**config.mk**
```make
export PLATFORM = sky130hd
export DESIGN_NAME = usp_top
export DESIGN_NICKNAME = d
export VERILOG_FILES = /design/src/usp_pkg.sv /design/src/usp_top.sv
export VERILOG_INCLUDE_DIRS = /design/src
export SDC_FILE = /design/constraint.sdc
export NUM_CORES = 1
export LEC_CHECK = 0
export ABC_AREA = 1
export BUFFER_PORTS_ARGS = -buffer_cell sky130_fd_sc_hd__buf_4
export CORE_ASPECT_RATIO = 1.2
export CORE_MARGIN = 2
export CORE_UTILIZATION = 25
export DETAILED_ROUTE_END_ITERATION = 12
export PLACE_DENSITY_LB_ADDON = 0.12
export SLEW_MARGIN = 20
export SYNTH_ARGS = -nofsm -noshare
export SYNTH_HDL_FRONTEND = slang
export SYNTH_SLANG_ARGS = --single-unit
```
**constraint.sdc**
```tcl
create_clock -name core_clk -period 1.9 [get_ports core_clk]
set_input_delay 0.095 -clock core_clk [delete_from_list [all_inputs] [get_ports core_clk]]
set_output_delay 0.095 -clock core_clk [all_outputs]
set_load 0.02 [all_outputs]
```
**src/usp_map.svh**
```systemverilog
`ifndef USP_MAP_SVH
`define USP_MAP_SVH

// Register byte addresses on the APB port.
`define USP_ADDR_CTRL 8'h00
`define USP_ADDR_BUF 8'h04
`define USP_ADDR_IRQ_STAT 8'h08
`define USP_ADDR_IRQ_MASK 8'h0C
`define USP_ADDR_CFG 8'h10

// Serial port control field positions.
`define USP_CTRL_MODE_HI 7
`define USP_CTRL_MODE_LO 6
`define USP_CTRL_FILTER 5
`define USP_CTRL_RX_EN 4
`define USP_CTRL_TX_NINTH 3
`define USP_CTRL_RX_NINTH 2
`define USP_CTRL_TX_DONE 1
`define USP_CTRL_RX_DONE 0

// Interrupt status and mask field positions.
`define USP_IRQ_RX 0
`define USP_IRQ_TX 1

// Configuration field positions.
`define USP_CFG_DOUBLE 0

// Reset values.
`define USP_CTRL_RST 8'h00
`define USP_IRQ_RST 2'h0
`define USP_CFG_RST 1'h0

// Timing counts in core clock cycles, except USP_OVS in rate ticks per bit.
`define USP_M0_DIV 12
`define USP_M0_HALF 6
`define USP_OVS 16
`define USP_M2_SLOW_DIV 64
`define USP_M2_FAST_DIV 32
`define USP_M2_SLOW_PRE (`USP_M2_SLOW_DIV / `USP_OVS)
`define USP_M2_FAST_PRE (`USP_M2_FAST_DIV / `USP_OVS)

`endif

```
**src/usp_pkg.sv**
```systemverilog
package usp_pkg;

	typedef enum logic [1:0] {
		USP_MODE_SHIFT = 2'h0,
		USP_MODE_ASYNC8 = 2'h1,
		USP_MODE_FIX9 = 2'h2,
		USP_MODE_VAR9 = 2'h3
	} usp_mode_e;

	typedef enum logic [1:0] {
		USP_RX_IDLE = 2'h0,
		USP_RX_START = 2'h1,
		USP_RX_DATA = 2'h3,
		USP_RX_STOP = 2'h2
	} usp_rx_state_e;

endpackage : usp_pkg

```
**src/usp_top.sv**
```systemverilog
// Notes on behaviour
// Two mode bits pick shift, 8-bit variable, 9-bit fixed or 9-bit variable.
// Nine-bit modes with filter set: no receive-done when ninth bit is zero.
// Eight-bit mode with filter set: receive-done only on a valid stop bit.
// Software keeps the filter bit clear while in shift-register mode.
// Receive enable is software writable; clearing it stops reception, in shift mode once the current byte ends.
// Nine-bit modes send the software ninth transmit bit as ninth data bit.
// Nine-bit modes store the received ninth bit; shift mode leaves it.
// Eight-bit mode with filter clear stores the received stop bit.
// Transmit-done sets after bit eight in shift mode, else at stop start.
// Receive-done sets after bit eight in shift mode, else mid stop bit.
// Variable-rate modes take a sixteen-times rate tick from an input.
// Eight-bit frame: zero start, eight data bits LSB first, one stop.
// Shift mode moves eight bits LSB first on rxd, clock on txd.
// A write to the serial buffer starts a transmission in every mode.
// Shift mode receives when receive-done is clear and enable is set.
`timescale 1ns/100ps
`include "usp_map.svh"
`default_nettype none

module usp_top
	import usp_pkg::*;
(
	input wire logic core_clk,
	input wire logic rst_b,
	input wire logic psel,
	input wire logic penable,
	input wire logic pwrite,
	input wire logic [7:0] paddr,
	input wire logic [31:0] pwdata,
	output logic [31:0] prdata,
	output logic pready,
	output logic pslverr,
	input wire logic rateTick,
	input wire logic rxdIn,
	output logic rxdOut,
	output logic rxdOeB,
	output logic txdOut,
	output logic irq
);

	logic [7:0] ctrl_q;
	logic [7:0] rxBuf_q;
	logic [1:0] irqStat_q;
	logic [1:0] irqMask_q;
	logic cfgDouble_q;
	logic [31:0] prdata_q;
	logic pready_q;
	logic pslverr_q;
	logic irq_q;
	logic txd_q;
	logic rxdOut_q;
	logic rxdOeB_q;
	logic [2:0] rxSync_q;
	logic rxLevel_q;
	logic rxPrev_q;
	logic [1:0] pre_q;
	logic m0Busy_q;
	logic m0Tx_q;
	logic [3:0] m0Phase_q;
	logic [2:0] m0Bit_q;
	logic [7:0] m0Shift_q;
	logic txBusy_q;
	logic [10:0] txFrame_q;
	logic [3:0] txTick_q;
	logic [3:0] txBit_q;
	logic [3:0] txLast_q;
	usp_rx_state_e rxState_q;
	logic [3:0] rxTick_q;
	logic [3:0] rxBit_q;
	logic [8:0] rxShift_q;

	usp_mode_e mode;
	logic nineBit;
	logic access;
	logic wrEn;
	logic rdEn;
	logic mapped;
	logic ctrlWr;
	logic bufWr;
	logic statRd;
	logic tick16;
	logic m0End;
	logic tiSet;
	logic riSet;
	logic rxAccept;
	logic rxNinthNew;
	logic [1:0] preLimit;
	logic [3:0] nDataBits;

	assign mode = usp_mode_e'(ctrl_q[`USP_CTRL_MODE_HI:`USP_CTRL_MODE_LO]);
	assign nineBit = (mode == USP_MODE_FIX9) || (mode == USP_MODE_VAR9);
	assign access = psel && penable && pready_q;
	assign wrEn = access && pwrite && !pslverr_q;
	assign rdEn = access && !pwrite && !pslverr_q;
	assign mapped = (paddr == `USP_ADDR_CTRL) || (paddr == `USP_ADDR_BUF) ||
		(paddr == `USP_ADDR_IRQ_STAT) || (paddr == `USP_ADDR_IRQ_MASK) ||
		(paddr == `USP_ADDR_CFG);
	assign ctrlWr = wrEn && (paddr == `USP_ADDR_CTRL);
	assign bufWr = wrEn && (paddr == `USP_ADDR_BUF);
	assign statRd = rdEn && (paddr == `USP_ADDR_IRQ_STAT);
	assign nDataBits = nineBit ? 4'h9 : 4'h8;

	// Mode 2 divides the core clock itself; modes 1 and 3 trust the rate input.
	assign preLimit = cfgDouble_q ? 2'(`USP_M2_FAST_PRE - 1) :
		2'(`USP_M2_SLOW_PRE - 1);
	always_comb begin
		unique case (mode)
			USP_MODE_SHIFT: tick16 = 1'b0;
			USP_MODE_ASYNC8: tick16 = rateTick;
			USP_MODE_FIX9: tick16 = (pre_q == preLimit);
			USP_MODE_VAR9: tick16 = rateTick;
		endcase
	end

	assign m0End = m0Busy_q && (m0Phase_q == 4'(`USP_M0_DIV - 1)) &&
		(m0Bit_q == 3'h7);
	assign tiSet = (m0End && m0Tx_q) ||
		(txBusy_q && tick16 && (txTick_q == 4'hF) &&
		(txBit_q == txLast_q - 4'h2));

	// Stop-bit centre decides whether the frame is handed to software.
	assign rxNinthNew = nineBit ? rxShift_q[8] : rxLevel_q;
	always_comb begin
		rxAccept = 1'b0;
		if ((rxState_q == USP_RX_STOP) && tick16 && (rxTick_q == 4'hF) &&
			!ctrl_q[`USP_CTRL_RX_DONE]) begin
			if (nineBit) begin
				rxAccept = !ctrl_q[`USP_CTRL_FILTER] || rxShift_q[8];
			end else begin
				rxAccept = !ctrl_q[`USP_CTRL_FILTER] || rxLevel_q;
			end
		end
	end
	assign riSet = (m0End && !m0Tx_q) || rxAccept;

	always_ff @(posedge core_clk) begin
		if (!rst_b) begin
			pready_q <= 1'b0;
			pslverr_q <= 1'b0;
			prdata_q <= 32'h0;
		end else begin
			pready_q <= psel && !penable;
			pslverr_q <= psel && !penable && !mapped;
			if (psel && !penable) begin
				prdata_q <= 32'h0;
				unique case (paddr)
					`USP_ADDR_CTRL: prdata_q[7:0] <= ctrl_q;
					`USP_ADDR_BUF: prdata_q[7:0] <= rxBuf_q;
					`USP_ADDR_IRQ_STAT: prdata_q[1:0] <= irqStat_q;
					`USP_ADDR_IRQ_MASK: prdata_q[1:0] <= irqMask_q;
					`USP_ADDR_CFG: prdata_q[0] <= cfgDouble_q;
					default: prdata_q <= 32'h0;
				endcase
			end
		end
	end

	// Hardware sets of the done flags win over a software write of zero.
	always_ff @(posedge core_clk) begin
		if (!rst_b) begin
			ctrl_q <= `USP_CTRL_RST;
		end else begin
			if (ctrlWr) begin
				ctrl_q[7:2] <= pwdata[7:2];
			end
			if (rxAccept) begin
				ctrl_q[`USP_CTRL_RX_NINTH] <= rxNinthNew;
			end
			ctrl_q[`USP_CTRL_TX_DONE] <= tiSet ||
				(ctrlWr ? pwdata[`USP_CTRL_TX_DONE] : ctrl_q[`USP_CTRL_TX_DONE]);
			ctrl_q[`USP_CTRL_RX_DONE] <= riSet ||
				(ctrlWr ? pwdata[`USP_CTRL_RX_DONE] : ctrl_q[`USP_CTRL_RX_DONE]);
		end
	end

	always_ff @(posedge core_clk) begin
		if (!rst_b) begin
			irqMask_q <= `USP_IRQ_RST;
			cfgDouble_q <= `USP_CFG_RST;
		end else if (wrEn) begin
			if (paddr == `USP_ADDR_IRQ_MASK) begin
				irqMask_q <= pwdata[1:0];
			end
			if (paddr == `USP_ADDR_CFG) begin
				cfgDouble_q <= pwdata[`USP_CFG_DOUBLE];
			end
		end
	end

	// Only bits that were returned by the read are cleared, so no event is lost.
	always_ff @(posedge core_clk) begin
		if (!rst_b) begin
			irqStat_q <= `USP_IRQ_RST;
			irq_q <= 1'b0;
		end else begin
			irqStat_q <= (statRd ? (irqStat_q & ~prdata_q[1:0]) : irqStat_q) |
				{tiSet, riSet};
			irq_q <= |(irqStat_q & irqMask_q);
		end
	end

	always_ff @(posedge core_clk) begin
		if (!rst_b) begin
			rxSync_q <= 3'h7;
			rxLevel_q <= 1'b1;
			rxPrev_q <= 1'b1;
		end else begin
			rxSync_q <= {rxSync_q[1:0], rxdIn};
			if (rxSync_q[1] == rxSync_q[2]) begin
				rxLevel_q <= rxSync_q[2];
			end
			rxPrev_q <= rxLevel_q;
		end
	end

	always_ff @(posedge core_clk) begin
		if (!rst_b) begin
			pre_q <= 2'h0;
		end else if (pre_q >= preLimit) begin
			pre_q <= 2'h0;
		end else begin
			pre_q <= pre_q + 2'h1;
		end
	end

	// Shift mode: one engine serves both directions because they share rxd.
	always_ff @(posedge core_clk) begin
		if (!rst_b) begin
			m0Busy_q <= 1'b0;
			m0Tx_q <= 1'b0;
			m0Phase_q <= 4'h0;
			m0Bit_q <= 3'h0;
			m0Shift_q <= 8'h00;
		end else if (!m0Busy_q) begin
			m0Phase_q <= 4'h0;
			m0Bit_q <= 3'h0;
			if (mode == USP_MODE_SHIFT && bufWr) begin
				m0Busy_q <= 1'b1;
				m0Tx_q <= 1'b1;
				m0Shift_q <= pwdata[7:0];
			end else if (mode == USP_MODE_SHIFT && ctrl_q[`USP_CTRL_RX_EN] &&
				!ctrl_q[`USP_CTRL_RX_DONE]) begin
				m0Busy_q <= 1'b1;
				m0Tx_q <= 1'b0;
			end
		end else if (m0Phase_q == 4'(`USP_M0_DIV - 1)) begin
			m0Phase_q <= 4'h0;
			m0Bit_q <= m0Bit_q + 3'h1;
			m0Shift_q <= {m0Tx_q ? 1'b1 : rxLevel_q, m0Shift_q[7:1]};
			if (m0Bit_q == 3'h7) begin
				m0Busy_q <= 1'b0;
			end
		end else begin
			m0Phase_q <= m0Phase_q + 4'h1;
		end
	end

	always_ff @(posedge core_clk) begin
		if (!rst_b) begin
			txBusy_q <= 1'b0;
			txFrame_q <= 11'h7FF;
			txTick_q <= 4'h0;
			txBit_q <= 4'h0;
			txLast_q <= 4'hA;
		end else if (!txBusy_q) begin
			txTick_q <= 4'h0;
			txBit_q <= 4'h0;
			if (mode != USP_MODE_SHIFT && bufWr) begin
				txBusy_q <= 1'b1;
				if (nineBit) begin
					txFrame_q <= {1'b1, ctrl_q[`USP_CTRL_TX_NINTH], pwdata[7:0],
						1'b0};
					txLast_q <= 4'hB;
				end else begin
					txFrame_q <= {2'h3, pwdata[7:0], 1'b0};
					txLast_q <= 4'hA;
				end
			end
		end else if (tick16) begin
			txTick_q <= txTick_q + 4'h1;
			if (txTick_q == 4'hF) begin
				txBit_q <= txBit_q + 4'h1;
				if (txBit_q == txLast_q - 4'h1) begin
					txBusy_q <= 1'b0;
				end
			end
		end
	end

	// Clearing receive enable abandons a frame already in progress.
	always_ff @(posedge core_clk) begin
		if (!rst_b) begin
			rxState_q <= USP_RX_IDLE;
			rxTick_q <= 4'h0;
			rxBit_q <= 4'h0;
			rxShift_q <= 9'h000;
		end else if (!ctrl_q[`USP_CTRL_RX_EN] || mode == USP_MODE_SHIFT) begin
			rxState_q <= USP_RX_IDLE;
		end else begin
			unique case (rxState_q)
				USP_RX_IDLE: begin
					rxTick_q <= 4'h0;
					rxBit_q <= 4'h0;
					if (rxPrev_q && !rxLevel_q) begin
						rxState_q <= USP_RX_START;
					end
				end
				USP_RX_START: begin
					if (tick16) begin
						rxTick_q <= rxTick_q + 4'h1;
						if (rxTick_q == 4'h7) begin
							rxTick_q <= 4'h0;
							rxState_q <= rxLevel_q ? USP_RX_IDLE : USP_RX_DATA;
						end
					end
				end
				USP_RX_DATA: begin
					if (tick16) begin
						rxTick_q <= rxTick_q + 4'h1;
						if (rxTick_q == 4'hF) begin
							rxShift_q[rxBit_q] <= rxLevel_q;
							rxBit_q <= rxBit_q + 4'h1;
							if (rxBit_q == nDataBits - 4'h1) begin
								rxState_q <= USP_RX_STOP;
							end
						end
					end
				end
				USP_RX_STOP: begin
					if (tick16) begin
						rxTick_q <= rxTick_q + 4'h1;
						if (rxTick_q == 4'hF) begin
							rxState_q <= USP_RX_IDLE;
						end
					end
				end
			endcase
		end
	end

	always_ff @(posedge core_clk) begin
		if (!rst_b) begin
			rxBuf_q <= 8'h00;
		end else if (m0End && !m0Tx_q) begin
			rxBuf_q <= {rxLevel_q, m0Shift_q[7:1]};
		end else if (rxAccept) begin
			rxBuf_q <= rxShift_q[7:0];
		end
	end

	always_ff @(posedge core_clk) begin
		if (!rst_b) begin
			txd_q <= 1'b1;
			rxdOut_q <= 1'b1;
			rxdOeB_q <= 1'b1;
		end else if (mode == USP_MODE_SHIFT) begin
			txd_q <= !m0Busy_q || (m0Phase_q >= 4'(`USP_M0_HALF));
			rxdOut_q <= m0Busy_q && m0Tx_q ? m0Shift_q[0] : 1'b1;
			rxdOeB_q <= !(m0Busy_q && m0Tx_q);
		end else begin
			txd_q <= txBusy_q ? txFrame_q[txBit_q] : 1'b1;
			rxdOut_q <= 1'b1;
			rxdOeB_q <= 1'b1;
		end
	end

	assign prdata = prdata_q;
	assign pready = pready_q;
	assign pslverr = pslverr_q;
	assign irq = irq_q;
	assign txdOut = txd_q;
	assign rxdOut = rxdOut_q;
	assign rxdOeB = rxdOeB_q;

endmodule : usp_top

`default_nettype wire

```
==> results.py <==
metrics = {
    "power_and_ir_drop": {
        "vdd_drop_max_uv": 396,
        "p_leak_uw": 0.00259,
        "power_density_nw_per_um2": 673,
    },
    "drt": {
        "vias_per_cell": 4.34,
        "vias": 4521,
        "wl_um": 13800,
        "first_pass_iters": 4,
        "drtIter0Drc": 215,
        "drcViolationCount": 0,
        "antenna_left": 0,
        "wire_per_inst_um": 13.2,
    },
    "yosys": {
        "ys_seq_area_share_pct": 37.4,
        "synthCells": 720,
        "synth_flop_cell": "dfxtp_1",
        "synth-seq-cells": 98,
        "syn-cell-area_um2": 5250,
        "syn_avg_cell_area_um2": 7.29,
        "synthDistinctLibCells": 46,
        "yosysWarningCount": 0,
        "synth_edf_count": 0,
        "synthArstFlopShare_pct": 0,
    },
    "global_route": {
        "grt_antenna_before_repair": 0,
        "grt_overflow": 0,
        "grt.total_usage_pct": 13.1,
        "grt_pass1_wl_um": 22300,
        "grt_max_degree": 26,
        "grt_pass1_vias": 4325,
    },
    "clock_network": {
        "cts_sinks": 98,
        "cts_max_path_buffers": 2,
        "cts_tree": "built",
        "cts_setup_buffers": 0,
        "clk_latency_ns": 0.35,
        "htreeDepth": 3,
        "cts_root_buffer": "clkbuf_16",
        "clkTransAtPathRegs_ns": 0.07,
        "cts_buffers": 9,
    },
    "floorplanning": {
        "dieArea_um2": 22200,
        "die-width_um": 136,
        "die_h_um": 163,
        "start_util_pct": 25.3,
        "ioPinCount": 85,
        "rows": 58,
        "core_area_um2": 20800,
    },
    "sta": {
        "whs_ns": 0.0135,
        "rsz0062_at_grt": "false",
        "fmax_mhz": 585,
        "slew_headroom_pct": 66.3,
        "worst_pin_slew_ns": 0.505,
        "maxSlewViolCount": 0,
        "fin_setup_tns_ns": 0,
        "fin_crit_ns": 1.71,
        "fin_skew_ns": 0.00882,
        "hold_viol": 0,
        "finalSetupViolCount": 0,
        "finalCritPeriodShare_pct": 89.9,
    },
    "critical_path": {
        "critPathMaxFanout": 7,
        "crit_type": "flip-flop to flip-flop",
        "crit_arrival_ns": 1.95,
        "worst_setup_path_start_kind": "flip-flop",
        "end_kind": "flip-flop",
        "required_ns": 2.14,
    },
    "layout": {
        "antenna_cells": 0,
        "fin_nets": 829,
        "drive_gt1_share_pct": 15.8,
        "final_common_cell": "nand2_1",
        "syn2layout_area_growth_pct": 16.0,
        "final_cell_mix": "140 x nand2_1, 105 x nor2_1, 98 x dfxtp_1",
    },
    "placed_design": {
        "dp_hpwl_um": 10700,
        "place.gp.congestion": 0.803,
        "port_buffers": 36,
    },
    "run_status": {
        "outcome": "finished, final reports clean",
    },
    "min_path": {
        "hp-class": "primary input to flip-flop",
    },
    "job": {
        "drv_cap": 0,
    },
}
## flip-flops by register name, summed over array words and instances, names as in the netlist, 3 cells and up
register / flops
m0Shift_q: 8
rxShift_q: 9
ctrl_q: 8
txBit_q: 4
rxBit_q: 4
rxSync_q: 3
rxBuf_q: 8
rxTick_q: 4
m0Bit_q: 3
prdata: 8
txFrame_q: 10
m0Phase_q: 4
txTick_q: 4
## metrics by stage
stage | area [um2] | cells | util (%) | total power (uW) | setup slack (ns)
after floorplan | 5330 | 743 | - | 2310 | 0.398
after global placement | 5770 | 1022 | 27.8 | 2380 | 0.149
after detailed placement | 5770 | 1022 | 27.8 | 2380 | 0.122
after CTS | 6070 | 1041 | 29.3 | 4190 | 0.103
after global routing | 6080 | 1041 | 29.3 | 4290 | 0.0517
final | 6080 | 1041 | 29.3 | 4090 | 0.191
## cell families after synthesis
logic type,share of synthesized area (%)
other,0.0715
buffers and inverters,11.7
XOR/XNOR,0.835
multiplexers,0.954
AND/OR/NAND/NOR,33.5
AO/OA/AOI/OAI,11.7
flip-flops,37.4
adder cells (fa/ha/maj),3.82
## worst max-delay path: stages, from the launching register on
cell and delay (ns):
dfxtp_1 0.38, buf_4 0.18, nor2_4 0.30, inv_2 0.10, nor3_1 0.34, inv_1 0.10
or2_1 0.21
## timing repair
action                     4_1_cts  5_1_grt
hold endpoints to repair         3        0
hold buffers                     3        0
resized for setup                0        2
setup endpoints to repair        0        2
## metal layers
metal	vias to the layer above	wire length, um	global-route usage [%]
li1	2393	-	-
met1	2029	6160	15.4
met2	83	6840	23.3
met3	16	458	2.18
met4	0	319	5.68
met5	-	0	0
## layout make-up
type	count	area, um2
clock buffer	10	229
clock inverter	6	50.0
fill	2267	14700
inverter	75	284
multi-input combinational	524	2770
sequential	98	1960
tap	270	338
timing repair buffer	58	455
## final timing paths
kind | slack (ns) | start | to | cells past startpoint
setup / recovery | 0.19 | ctrl_q[7]$_SDFFE_PN0N_ | rxdOut$_SDFF_PN1_ | 6
hold / removal | 0.01 | pwdata[3] | txFrame_q[4]$_SDFFE_PN1P_ | 3
setup reg to reg | 0.19 | ctrl_q[7]$_SDFFE_PN0N_ | rxdOut$_SDFF_PN1_ | 6
hold reg to reg | 0.42 | rxSync_q[0]$_SDFF_PN1_ | rxSync_q[1]$_SDFF_PN1_ | 1
## cells in the mapped netlist (8+ instances only)
cell | count | area share [%]
nand2_1 | 140 | 10
nor2_1 | 105 | 7.5
dfxtp_1 | 98 | 37
inv_1 | 64 | 4.6
nand3_1 | 61 | 5.8
a21oi_1 | 40 | 3.8
o21ai_0 | 28 | 2.7
buf_4 | 24 | 3.4
ha_1 | 16 | 3.8
nand4_1 | 16 | 1.9
o21ai_1 | 10 | 0.95
inv_2 | 9 | 0.64
buf_6 | 8 | 1.7
nor3_1 | 8 | 0.76
## where the power goes
group	internal (uW)	total [uW]	switching [uW]	leakage, uW
Sequential	2070	2080	11.6	0.000792
Combinational	84.7	248	164	0.00166
Clock	908	1760	855	0.000135
No activity file was read; power rests on OpenSTA's default activity.
